--- config.mk ---
export PLATFORM = sky130hd
export DESIGN_NAME = pmeirq_top
export DESIGN_NICKNAME = d
export VERILOG_FILES = /design/src/pmeirq_top.v
export VERILOG_INCLUDE_DIRS = /design/src
export SDC_FILE = /design/constraint.sdc
export NUM_CORES = 1
export LEC_CHECK = 0
export ABC_AREA = 1
export CORE_MARGIN = 2
export CORE_UTILIZATION = 30
export CTS_CLUSTER_SIZE = 20
export DETAILED_ROUTE_END_ITERATION = 12
export DONT_BUFFER_PORTS = 1
export GPL_TIMING_DRIVEN = 0
export PLACE_DENSITY = 0.43
export SKIP_CTS_REPAIR_TIMING = 1
export SLEW_MARGIN = 20
export SYNTH_ARGS = -nofsm -noshare
export SYNTH_HDL_FRONTEND = slang
export SYNTH_SLANG_ARGS = --single-unit
export TNS_END_PERCENT = 30
--- constraint.sdc ---
create_clock -name aclk -period 2.6 [get_ports aclk]
set_input_delay 0.39 -clock aclk [delete_from_list [all_inputs] [get_ports aclk]]
set_output_delay 0.39 -clock aclk [all_outputs]
set_load 0.03 [all_outputs]
--- src/pmeirq_defines.vh ---
// Purpose: Constants for the power-management event interrupt block.
// Assumes: AXI4-Lite byte address is four times the register index.
// Notes:   Enable masks keep reserved bits reading as zero.
`ifndef PMEIRQ_DEFINES_VH
`define PMEIRQ_DEFINES_VH

`define PMEIRQ_AW          12
`define PMEIRQ_DW          32

// Register indices.
`define PMEIRQ_IDX_EN1     8'h40
`define PMEIRQ_IDX_EN2     8'h41
`define PMEIRQ_IDX_EN3     8'h42
`define PMEIRQ_IDX_EN4     8'h43
`define PMEIRQ_IDX_EN5     8'h44
`define PMEIRQ_IDX_EN6     8'h45
`define PMEIRQ_IDX_ST1     8'h48
`define PMEIRQ_IDX_ST2     8'h49
`define PMEIRQ_IDX_ST3     8'h4a
`define PMEIRQ_IDX_ST4     8'h4b
`define PMEIRQ_IDX_ST5     8'h4c
`define PMEIRQ_IDX_ST6     8'h4d

// Enable and status reset values.
`define PMEIRQ_RST_EN1     8'hd8
`define PMEIRQ_RST_EN2     8'hff
`define PMEIRQ_RST_EN3     8'hff
`define PMEIRQ_RST_EN4     8'h03
`define PMEIRQ_RST_EN5     8'h7c
`define PMEIRQ_RST_EN6     8'h00
`define PMEIRQ_RST_ST      8'h00

// Writable bits of each enable register.
`define PMEIRQ_MSK_EN1     8'hfc
`define PMEIRQ_MSK_EN2     8'hff
`define PMEIRQ_MSK_EN3     8'hff
`define PMEIRQ_MSK_EN4     8'h87
`define PMEIRQ_MSK_EN5     8'hff
`define PMEIRQ_MSK_EN6     8'h03

// AXI responses.
`define PMEIRQ_RESP_OKAY   2'b00
`define PMEIRQ_RESP_SLVERR 2'b10

`endif

--- src/pmeirq_top.v ---
// Purpose: Interrupt enable and sticky status registers of a power-management
//          device, reached over AXI4-Lite, with one level interrupt output.
// Assumes: Event levels and pulses are synchronous to aclk.
// Notes:   A hardware set always wins over a clear in the same cycle.
`timescale 1ns/100ps
`include "pmeirq_defines.vh"

module pmeirq_top (
   // Clock and reset.
   input  wire                   aclk,
   input  wire                   aresetn,
   // AXI4-Lite write address and data.
   input  wire [`PMEIRQ_AW-1:0]  awaddr,
   input  wire [2:0]             awprot,
   input  wire                   awvalid,
   output reg                    awready,
   input  wire [`PMEIRQ_DW-1:0]  wdata,
   input  wire [3:0]             wstrb,
   input  wire                   wvalid,
   output reg                    wready,
   // AXI4-Lite write response.
   output reg  [1:0]             bresp,
   output reg                    bvalid,
   input  wire                   bready,
   // AXI4-Lite read.
   input  wire [`PMEIRQ_AW-1:0]  araddr,
   input  wire [2:0]             arprot,
   input  wire                   arvalid,
   output reg                    arready,
   output reg  [`PMEIRQ_DW-1:0]  rdata,
   output reg  [1:0]             rresp,
   output reg                    rvalid,
   input  wire                   rready,
   // Condition levels.
   input  wire                   vbus_over_voltage,
   input  wire                   vbus_present,
   input  wire                   battery_present,
   input  wire                   battery_safe_mode,
   input  wire                   charging,
   input  wire                   charge_overtemp,
   input  wire                   charge_undertemp,
   input  wire                   work_overtemp,
   input  wire                   work_undertemp,
   input  wire                   die_overtemp,
   input  wire                   capacity_below_one,
   input  wire                   capacity_below_two,
   // Event pulses, one cycle each.
   input  wire                   charge_done_pulse,
   input  wire                   adc_done_pulse,
   input  wire                   timer_timeout_pulse,
   input  wire                   key_rise_pulse,
   input  wire                   key_fall_pulse,
   input  wire                   key_short_press_pulse,
   input  wire                   key_long_press_pulse,
   input  wire                   key_off_press_pulse,
   input  wire                   gpio1_edge_pulse,
   input  wire                   gpio0_edge_pulse,
   input  wire                   charger_detect_change_pulse,
   input  wire                   id_multivalue_change_pulse,
   // Interrupt request, high level.
   output reg                    irq
);

   // Level history and edge detection.
   reg  [11:0]  lvl_q;
   reg          armed_q;
   wire [11:0]  lvl_now;
   wire [11:0]  rise;
   wire [11:0]  fall;

   // Registers.
   reg  [7:0]   en1_q;
   reg  [7:0]   en2_q;
   reg  [7:0]   en3_q;
   reg  [7:0]   en4_q;
   reg  [7:0]   en5_q;
   reg  [7:0]   en6_q;
   reg  [7:0]   st1_q;
   reg  [7:0]   st2_q;
   reg  [7:0]   st3_q;
   reg  [7:0]   st4_q;
   reg  [7:0]   st5_q;
   reg  [7:0]   st6_q;
   reg  [7:0]   st1_d;
   reg  [7:0]   st2_d;
   reg  [7:0]   st3_d;
   reg  [7:0]   st4_d;
   reg  [7:0]   st5_d;
   reg  [7:0]   st6_d;

   // Set vectors per status register; hardware-clear vectors for status registers 1 to 4 only.
   wire [7:0]   set1;
   wire [7:0]   set2;
   wire [7:0]   set3;
   wire [7:0]   set4;
   wire [7:0]   set5;
   wire [7:0]   set6;
   wire [7:0]   hcl1;
   wire [7:0]   hcl2;
   wire [7:0]   hcl3;
   wire [7:0]   hcl4;

   // Bus state.
   reg  [7:0]   aw_idx_q;
   reg          aw_full_q;
   reg  [7:0]   wd_q;
   reg          w_full_q;
   reg          w_lane_q;
   wire         aw_take;
   wire         w_take;
   wire         do_write;
   wire         ar_take;
   wire [7:0]   ar_idx;
   wire [7:0]   wbyte;
   reg  [7:0]   rd_byte;
   reg          rd_hit;
   reg          wr_hit;
   reg  [7:0]   w1c1;
   reg  [7:0]   w1c2;
   reg  [7:0]   w1c3;
   reg  [7:0]   w1c4;
   reg  [7:0]   w1c5;
   reg  [7:0]   w1c6;
   reg          aw_full_d;
   reg          w_full_d;
   reg          bvalid_d;
   reg          rvalid_d;

   // Levels: 11 ov, 10 vbus, 9 bat, 8 safe, 7 chg, 6 cot, 5 cut,
   // 4 wot, 3 wut, 2 die, 1 cap1, 0 cap2.
   assign lvl_now = {vbus_over_voltage, vbus_present, battery_present,
                     battery_safe_mode, charging, charge_overtemp,
                     charge_undertemp, work_overtemp, work_undertemp,
                     die_overtemp, capacity_below_one, capacity_below_two};

   // The first cycle after reset only captures the levels, so a condition
   // already present at release does not look like a fresh edge.
   assign rise = lvl_now & ~lvl_q & {12{armed_q}};
   assign fall = ~lvl_now & lvl_q & {12{armed_q}};

   always @(posedge aclk) begin
      if (!aresetn) begin
         lvl_q   <= 12'h000;
         armed_q <= 1'b0;
      end else begin
         lvl_q   <= lvl_now;
         armed_q <= 1'b1;
      end
   end

   // Supply input: bits 7:5 are independent copies of 4:2.
   assign set1 = {rise[11], rise[10], fall[10],
                  rise[11], rise[10], fall[10], 2'b00};
   assign hcl1 = {fall[11], fall[10], rise[10],
                  fall[11], fall[10], rise[10], 2'b00};

   // Battery presence, safe mode and charging.
   assign set2 = {rise[9], fall[9], rise[8], fall[8],
                  rise[7], charge_done_pulse, 2'b00};
   assign hcl2 = {fall[9], rise[9], fall[8], rise[8],
                  fall[7], rise[7], 2'b00};

   // Battery temperature: each flag and its exit flag clear one another.
   assign set3 = {rise[6], fall[6], rise[5], fall[5],
                  rise[4], fall[4], rise[3], fall[3]};
   assign hcl3 = {fall[6], rise[6], fall[5], rise[5],
                  fall[4], rise[4], fall[3], rise[3]};

   // Die temperature, conversion done and capacity warnings.
   assign set4 = {rise[2], 4'h0, adc_done_pulse, rise[1], rise[0]};
   assign hcl4 = {fall[2], 4'h0, 1'b0, fall[1], fall[0]};

   // Timer, key and gpio events only clear by software.
   assign set5 = {timer_timeout_pulse, key_rise_pulse, key_fall_pulse,
                  key_short_press_pulse, key_long_press_pulse,
                  key_off_press_pulse, gpio1_edge_pulse,
                  gpio0_edge_pulse};
   assign set6 = {6'h00, charger_detect_change_pulse,
                  id_multivalue_change_pulse};

   // Write and read channel handshakes.
   assign aw_take  = awvalid & awready;
   assign w_take   = wvalid & wready;
   assign do_write = aw_full_q & w_full_q;
   assign wbyte    = wd_q & {8{w_lane_q}};
   assign ar_take  = arvalid & arready;
   assign ar_idx   = araddr[9:2];

   // Write decode and write-one-to-clear strobes.
   always @* begin
      wr_hit = 1'b0;
      w1c1   = 8'h00;
      w1c2   = 8'h00;
      w1c3   = 8'h00;
      w1c4   = 8'h00;
      w1c5   = 8'h00;
      w1c6   = 8'h00;
      if (do_write) begin
         case (aw_idx_q)
            `PMEIRQ_IDX_EN1,
            `PMEIRQ_IDX_EN2,
            `PMEIRQ_IDX_EN3,
            `PMEIRQ_IDX_EN4,
            `PMEIRQ_IDX_EN5,
            `PMEIRQ_IDX_EN6: wr_hit = 1'b1;
            `PMEIRQ_IDX_ST1: begin
               wr_hit = 1'b1;
               w1c1   = wbyte;
            end
            `PMEIRQ_IDX_ST2: begin
               wr_hit = 1'b1;
               w1c2   = wbyte;
            end
            `PMEIRQ_IDX_ST3: begin
               wr_hit = 1'b1;
               w1c3   = wbyte;
            end
            `PMEIRQ_IDX_ST4: begin
               wr_hit = 1'b1;
               w1c4   = wbyte;
            end
            `PMEIRQ_IDX_ST5: begin
               wr_hit = 1'b1;
               w1c5   = wbyte;
            end
            `PMEIRQ_IDX_ST6: begin
               wr_hit = 1'b1;
               w1c6   = wbyte;
            end
            default: wr_hit = 1'b0;
         endcase
      end
   end

   // Sticky flags: a set in the same cycle as any clear wins.
   always @* begin
      st1_d = set1 | (st1_q & ~(w1c1 | hcl1));
      st2_d = set2 | (st2_q & ~(w1c2 | hcl2));
      st3_d = set3 | (st3_q & ~(w1c3 | hcl3));
      st4_d = set4 | (st4_q & ~(w1c4 | hcl4));
      st5_d = set5 | (st5_q & ~w1c5);
      st6_d = set6 | (st6_q & ~w1c6);
   end

   always @(posedge aclk) begin
      if (!aresetn) begin
         st1_q <= `PMEIRQ_RST_ST;
         st2_q <= `PMEIRQ_RST_ST;
         st3_q <= `PMEIRQ_RST_ST;
         st4_q <= `PMEIRQ_RST_ST;
         st5_q <= `PMEIRQ_RST_ST;
         st6_q <= `PMEIRQ_RST_ST;
      end else begin
         st1_q <= st1_d;
         st2_q <= st2_d;
         st3_q <= st3_d;
         st4_q <= st4_d;
         st5_q <= st5_d;
         st6_q <= st6_d;
      end
   end

   // Enable registers; reserved bits are held at zero by the masks.
   always @(posedge aclk) begin
      if (!aresetn) begin
         en1_q <= `PMEIRQ_RST_EN1;
         en2_q <= `PMEIRQ_RST_EN2;
         en3_q <= `PMEIRQ_RST_EN3;
         en4_q <= `PMEIRQ_RST_EN4;
         en5_q <= `PMEIRQ_RST_EN5;
         en6_q <= `PMEIRQ_RST_EN6;
      end else if (do_write && w_lane_q) begin
         case (aw_idx_q)
            `PMEIRQ_IDX_EN1: en1_q <= wd_q & `PMEIRQ_MSK_EN1;
            `PMEIRQ_IDX_EN2: en2_q <= wd_q & `PMEIRQ_MSK_EN2;
            `PMEIRQ_IDX_EN3: en3_q <= wd_q & `PMEIRQ_MSK_EN3;
            `PMEIRQ_IDX_EN4: en4_q <= wd_q & `PMEIRQ_MSK_EN4;
            `PMEIRQ_IDX_EN5: en5_q <= wd_q & `PMEIRQ_MSK_EN5;
            `PMEIRQ_IDX_EN6: en6_q <= wd_q & `PMEIRQ_MSK_EN6;
            default: en1_q <= en1_q;
         endcase
      end
   end

   // Interrupt follows the next flag state, so it rises with the flag.
   always @(posedge aclk) begin
      if (!aresetn) begin
         irq <= 1'b0;
      end else begin
         irq <= |((st1_d & en1_q) | (st2_d & en2_q) | (st3_d & en3_q) |
                  (st4_d & en4_q) | (st5_d & en5_q) | (st6_d & en6_q));
      end
   end

   // Write path: address and data are held independently, in either order,
   // and the response follows one cycle after both are present.
   always @* begin
      aw_full_d = (aw_full_q | aw_take) & ~do_write;
      w_full_d  = (w_full_q | w_take) & ~do_write;
      bvalid_d  = do_write | (bvalid & ~bready);
   end

   always @(posedge aclk) begin
      if (!aresetn) begin
         aw_full_q <= 1'b0;
         w_full_q  <= 1'b0;
         aw_idx_q  <= 8'h00;
         wd_q      <= 8'h00;
         w_lane_q  <= 1'b0;
         awready   <= 1'b0;
         wready    <= 1'b0;
         bvalid    <= 1'b0;
         bresp     <= `PMEIRQ_RESP_OKAY;
      end else begin
         aw_full_q <= aw_full_d;
         w_full_q  <= w_full_d;
         if (aw_take) begin
            aw_idx_q <= awaddr[9:2];
         end
         if (w_take) begin
            wd_q     <= wdata[7:0];
            w_lane_q <= wstrb[0];
         end
         awready <= ~aw_full_d & ~bvalid_d;
         wready  <= ~w_full_d & ~bvalid_d;
         bvalid  <= bvalid_d;
         if (do_write) begin
            bresp <= wr_hit ? `PMEIRQ_RESP_OKAY : `PMEIRQ_RESP_SLVERR;
         end
      end
   end

   // Read decode; reads have no side effect on the flags.
   always @* begin
      rd_hit  = 1'b1;
      rd_byte = 8'h00;
      case (ar_idx)
         `PMEIRQ_IDX_EN1: rd_byte = en1_q;
         `PMEIRQ_IDX_EN2: rd_byte = en2_q;
         `PMEIRQ_IDX_EN3: rd_byte = en3_q;
         `PMEIRQ_IDX_EN4: rd_byte = en4_q;
         `PMEIRQ_IDX_EN5: rd_byte = en5_q;
         `PMEIRQ_IDX_EN6: rd_byte = en6_q;
         `PMEIRQ_IDX_ST1: rd_byte = st1_q;
         `PMEIRQ_IDX_ST2: rd_byte = st2_q;
         `PMEIRQ_IDX_ST3: rd_byte = st3_q;
         `PMEIRQ_IDX_ST4: rd_byte = st4_q;
         `PMEIRQ_IDX_ST5: rd_byte = st5_q;
         `PMEIRQ_IDX_ST6: rd_byte = st6_q;
         default:         rd_hit  = 1'b0;
      endcase
   end

   always @* begin
      rvalid_d = ar_take | (rvalid & ~rready);
   end

   always @(posedge aclk) begin
      if (!aresetn) begin
         arready <= 1'b0;
         rvalid  <= 1'b0;
         rdata   <= 32'h0000_0000;
         rresp   <= `PMEIRQ_RESP_OKAY;
      end else begin
         arready <= ~rvalid_d;
         rvalid  <= rvalid_d;
         if (ar_take) begin
            rdata <= {24'h000000, rd_byte};
            rresp <= rd_hit ? `PMEIRQ_RESP_OKAY : `PMEIRQ_RESP_SLVERR;
         end
      end
   end

endmodule // pmeirq_top

# [After elaboration in Yosys (flattened, before gate mapping)]
# Index checks and enable logic that the tools add are counted.
[word_totals] regBits=134 inputBits=97 output_inout_bits=42 elab_cells=142
[classes] n_eq_ne=24 n_mux=19 n_bitwise=61 reduce_logical=10
[op_table] cell="8-bit by 7-bit equality test with 1-bit output (second input constant)" n=24
[op_table] cell="8-bit OR" n=14
[op_table] cell="8-bit AND" n=12
[op_table] cell="8-bit 2-to-1 mux" n=12
[op_table] cell="8-bit one-hot mux with 12 select lines" n=1
[op_table] cell="12-bit AND" n=4
[op_table] cell="8-bit NOT" n=6
[op_table] cell="12-bit NOT" n=2
[op_table] cell="12-bit OR reduction" n=2
[op_table] cell="2-bit AND reduction" n=6
[op_table] cell="1-bit AND" n=10
[op_table] cell="8-bit by 2-bit AND with 8-bit output" n=1
[op_table] cell="2-bit by 8-bit OR with 8-bit output" n=1
[op_table] cell="8-bit OR reduction" n=1
[op_table] cell="1-bit NOT" n=7
[op_table] cell="1-bit 2-to-1 mux" n=4
[op_table] cell="2-bit 2-to-1 mux" n=2
[op_table] cell="1-bit OR" n=4
[op_table] cell="1-bit logical AND" n=1

# [Logic depth before layout (Yosys ltp)]
[depth] depth_word=14 depth_mapped=15 depth_no_buf=14

# [Worst setup path after synthesis]
# Ideal clock, no wire load.
[synth_path] kind="register -> register" from="reg aw_full_q" to="reg irq" setup_time_ns=0.109 arrival_ns=1.443 required_ns=2.491 setup_slack_ns=1.048 path_stages_with_launch=15 n_path_buf=1 synth_period_minus_slack_ns=1.552 path_cell_list="dfxtp_1 nand3_4 buf_12 nor2_4 inv_2 o21ai_2 nand2_1 nand2_1 nand2_1 nor2_1 nand2_1 nor2_2 nand3_1 nand2_1 inv_1"
[synth_between] elab_chain_cells=13 word_cells_on_any_way=41 classes_between="mux: 6; bitwise: 34; reduce/logical: 1"
[synth_lines] element="from (decl)" line_no="pmeirq_top.v:105" text="reg aw_full_q;"
[synth_lines] element="from (signal assigned)" line_no="pmeirq_top.v:315" text="aw_full_q <= aw_full_d;"
[synth_lines] element="1-bit AND (*)" line_no="pmeirq_top.v:184" text="assign do_write = aw_full_q & w_full_q;"
[synth_lines] element="8-bit 2-to-1 mux" line_no="pmeirq_top.v:198" text="if (do_write) begin"
[synth_lines] element="8-bit OR (on tied branches)" line_no="pmeirq_top.v:237, pmeirq_top.v:238"
[synth_lines] element="8-bit NOT (on tied branches)" line_no="pmeirq_top.v:237, pmeirq_top.v:238"
[synth_lines] element="8-bit AND (on tied branches)" line_no="pmeirq_top.v:237, pmeirq_top.v:238"
[synth_lines] element="8-bit OR (on tied branches)" line_no="pmeirq_top.v:237, pmeirq_top.v:238"
[synth_lines] element="8-bit AND" line_no="pmeirq_top.v:290" text="irq <= |((st1_d & en1_q) | (st2_d & en2_q) | (st3_d & en3_q) |"
[synth_lines] element="8-bit OR (3 in a row)" line_no="pmeirq_top.v:290"
[synth_lines] element="8-bit OR" line_no="pmeirq_top.v:291" text="(st4_d & en4_q) | (st5_d & en5_q) | (st6_d & en6_q));"
[synth_lines] element="8-bit OR (*)" line_no="pmeirq_top.v:291"
[synth_lines] element="8-bit OR reduction (*)" line_no="pmeirq_top.v:290"
[synth_lines] element="to (signal assigned)" line_no="pmeirq_top.v:290"
[synth_lines] element="to (decl)" line_no="pmeirq_top.v:61" text="output reg irq"
# Every way passes the cells marked *; elsewhere a longest branch is shown, timed or not.
# A chain may end at the register's enable or synchronous reset.

# [Worst setup path after layout]
[layout_path] from="reg aw_idx_q[5]" to="reg bresp[1]"
[layout_between] elab_chain_cells=5 word_cells_on_any_way=16 classes_between="eq/ne: 12; mux: 3; reduce/logical: 1"
[layout_lines] element="from (decl)" line_no="pmeirq_top.v:104" text="reg [7:0] aw_idx_q;"
[layout_lines] element="from (signal assigned)" line_no="pmeirq_top.v:318" text="aw_idx_q <= awaddr[9:2];"
[layout_lines] element="8-bit by 7-bit equality test with 1-bit output" line_no="pmeirq_top.v:199" text="case (aw_idx_q)"
[layout_lines] element="12-bit OR reduction (no source line) (*)"
[layout_lines] element="1-bit 2-to-1 mux (*)" line_no="pmeirq_top.v:199"
[layout_lines] element="1-bit 2-to-1 mux (*)" line_no="pmeirq_top.v:198"
[layout_lines] element="2-bit 2-to-1 mux (no source line) (*)"
[layout_lines] element="to (signal assigned)" line_no="pmeirq_top.v:313" text="bresp <= `PMEIRQ_RESP_OKAY;"
[layout_lines] element="to (signal assigned)" line_no="pmeirq_top.v:328" text="bresp <= wr_hit ? `PMEIRQ_RESP_OKAY : `PMEIRQ_RESP_SLVERR;"
[layout_lines] element="to (decl)" line_no="pmeirq_top.v:22" text="output reg [1:0] bresp,"
# Marked as above.

==> summary.txt <==
Status
  – Status: complete, no violations

Drt
  – Vias: 5979
  – Routed wl met2: 11640 um
  – DRC: 0
  – 1st-iter DRT viols: 392
  – Met1 Wirelength: 11060 um
  – Drt total wl: 23840 um
  – Vias per inst: 4.689
  – Wire length on met3: 859 um
  – Max Used Layer: met4
  – Drt first pass iters: 6
  – DRT antenna net count: 0
  – WL/cell: 18.70 um

Placed design
  – IO buf count: 0
  – GPL Wtd Cong: 0.9871
  – Detail Placement HPWL: 18870 um
  – DP Cell Count: 1242
  – DP Worst Slack: 0.1803 ns

Logic synthesis
  – Post-synthesis register bit count: 132
  – Post-Synthesis Mean Instance Area: 6.909 sq um
  – Count leader, synth: nand2_1
  – Post-synthesis sequential area ratio: 40.60%
  – Synth top area cells: dfxtp_1, nand2_1, inv_1
  – Number of flops mapped to enable cells by yosys: 0
  – Synth Flop Type: dfxtp_1
  – Synthesized cell area: 6509 sq um
  – Top cell type's share of synthesized area: 40.60%
  – Area leader, netlist: dfxtp_1
  – Post-synth ARST share: 0%
  – Yosys cell types: 40
  – Most common library cells after synthesis: nand2_1, inv_1, dfxtp_1, a21oi_1, nor2_1
  – Cells after Synth: 942
  – Yosys warning count: 0

Power and ir drop
  – Register share of total power: 39.6%
  – Pwr/cell area: 714.3 nW/um^2
  – Psw: 1376 uW
  – Tot Pwr: 5456 uW
  – Switching share of power: 25.23%
  – Combinational Power Share: 8.9%
  – Leakage: 0.003620 uW
  – Clock share of power: 51.5%
  – Internal power: 4080 uW
  – Peak VDD IR: 0.0004396 V

Floorplan
  – Core ar.: 21150 sq um
  – # rows: 53
  – IO Pins: 139
  – Die Ht: 151.3 um
  – DIE WIDTH: 151.3 um
  – DIE AREA: 22890 sq um
  – Initial Utilization: 30.77%

Timing
  – Final hold violations: 0
  – Final setup TNS: 0 ns
  – Clk_skew: 0.006073 ns
  – Final Critical Period: 2.416 ns
  – Fin crit share: 92.92%
  – Setup violations, final: 0
  – Fmax: 413.9 MHz
  – Slew headroom: 31.97%
  – Max-slew violations: 0
  – RSZ-0062 raised after global routing: no
  – Least-Margin Pin Slew: 1.013 ns
  – Final WS setup: 0.1841 ns

Global route
  – Total track usage: 21.59%
  – Vias in the first global route: 5716
  – Largest net degree at the start of global routing: 17
  – Remaining Overflow, GRT: 0
  – First-pass GRT wire length: 35130 um
  – Initial antenna violation count: 0

CTS
  – Cts bufs inserted: 17
  – Clk buf depth: 2
  – CTS tree: yes
  – Clk root buf: clkbuf_16
  – CTS Sinks: 132
  – # H-tree levels: 4
  – Clock Latency Late Sink: 0.43 ns
  – Clock slew at reported path FFs: 0.06 ns

Finish
  – Area delta synth->final: 17.36%
  – Non-Filler Instances: 1275
  – N_diodes: 0
  – Util after Layout: 36.11%
  – Layout cells sized above 1: 10.90%
  – Layout Nets: 1084

Run
  – Max-cap violations: 0

Critical path
  – Worst setup EP type: register
  – Crit Path Class: register to register
  – Setup crit start kind: register
  – CP arrival: 2.71 ns
  – Critical path required time: 2.90 ns
  – Crit Path Max Fanout: 10

Hold path
  – Tightest Hold Check Type: input pin to register
==> through the flow <==
| step | hold slack, ns | area [sq um] |
|---|---|---|
| floorplan | 0.4174 | 6603 |
| global placement | 0.4179 | 6947 |
| detailed placement | 0.4179 | 6947 |
| CTS | -0.03465 | 7629 |
| global route | 0.04225 | 7639 |
| finish | 0.04660 | 7639 |
==> sequential cells by signal (all words and copies together), names as in the netlist, 2 cells and up <==
register / count
wd_q: 8
en4_q: 4
st4_q: 8
rdata: 8
en3_q: 8
en2_q: 8
st3_q: 8
st6_q: 8
en5_q: 8
st2_q: 8
st1_q: 8
st5_q: 8
aw_idx_q: 8
en6_q: 2
en1_q: 6
lvl_q: 12
==> worst paths after layout <==
kind / start / endpoint / slack [ns] / cells after the start
worst min register to register: st6_q[7] / st6_q[7] / 0.44 / 2
worst max register to register: aw_idx_q[5] / bresp[1] / 0.18 / 9
worst max-delay path: aw_idx_q[5] / bresp[1] / 0.18 / 9
worst min-delay path: charge_overtemp / lvl_q[6] / 0.05 / 2
==> metal layers <==
metal  vias up  global-route usage [%]
met5         -                       0
met3        18                   3.946
met4         0                   4.533
met1      2776                   28.32
met2       120                   37.01
li1       3065                       -
==> logic make-up after synthesis <==
kind of cell,Yosys count,synth area share (%)
AND/OR/NAND/NOR,394,26.87
AO/OA/AOI/OAI,204,18.15
flip-flops,132,40.60
other,1,0.05761
buffers and inverters,211,14.32
==> power groups by stage <==
stage / clock [uW] / combinational [uW] / sequential (uW)
2_1_floorplan: 0 / 361 / 2190
3_3_place_gp: 0 / 487 / 2200
3_5_place_dp: 0 / 486 / 2200
4_1_cts: 2860 / 488 / 2160
5_1_grt: 2950 / 545 / 2170
6_report: 2810 / 488 / 2160
==> placed cells by master (no fill, tap or decap), types with 2 or more instances in the layout <==
| master | netlist | layout |
|---|---|---|
| clkbuf_1 | 16 | 16 |
| a211oi_1 | 11 | 11 |
| a21oi_1 | 91 | 91 |
| inv_1 | 152 | 152 |
| nor2_4 | 6 | 6 |
| nand4_1 | 4 | 4 |
| o21ai_2 | 5 | 5 |
| buf_2 | 5 | 5 |
| o21ai_1 | 4 | 4 |
| clkbuf_8 | 0 | 2 |
| nor3_1 | 16 | 16 |
| buf_4 | 28 | 28 |
| a31oi_1 | 3 | 3 |
| clkinvlp_4 | 0 | 4 |
| nor2_1 | 79 | 79 |
| nor2_2 | 6 | 6 |
| nand2_1 | 219 | 219 |
| nand2_2 | 6 | 6 |
| nor3_2 | 2 | 2 |
| a22o_1 | 3 | 3 |
| bufinv_16 | 0 | 6 |
| o211ai_1 | 22 | 22 |
| clkinv_2 | 0 | 2 |
| nand2_4 | 2 | 2 |
| o22ai_1 | 12 | 12 |
| clkbuf_16 | 0 | 17 |
| o21bai_2 | 3 | 3 |
| nand3_1 | 46 | 46 |
| nor2_8 | 3 | 3 |
| o21ai_0 | 47 | 47 |
| dfxtp_1 | 132 | 132 |
| conb_1 | 1 | 26 |
| inv_2 | 6 | 6 |
==> critical path: stages (launching register included) <==
cell	delay, ns
dfxtp_1	0.30
inv_1	0.06
nand2_1	0.06
nor2_2	0.21
buf_2	0.30
inv_1	0.13
nor3_1	0.79
nor3_1	0.21
nand4_1	0.16
o21ai_0	0.07
==> final cells by class <==
class,instances,area [sq um]
sequential,132,2643
tap,275,344.1
clock inverter,13,229.0
fill,2315,13520
multi-input combinational,624,3028
timing repair buffer,1,10.01
inverter,160,605.6
clock buffer,19,452.9
buffer,51,326.6
Power figures use the tool's default switching activity.
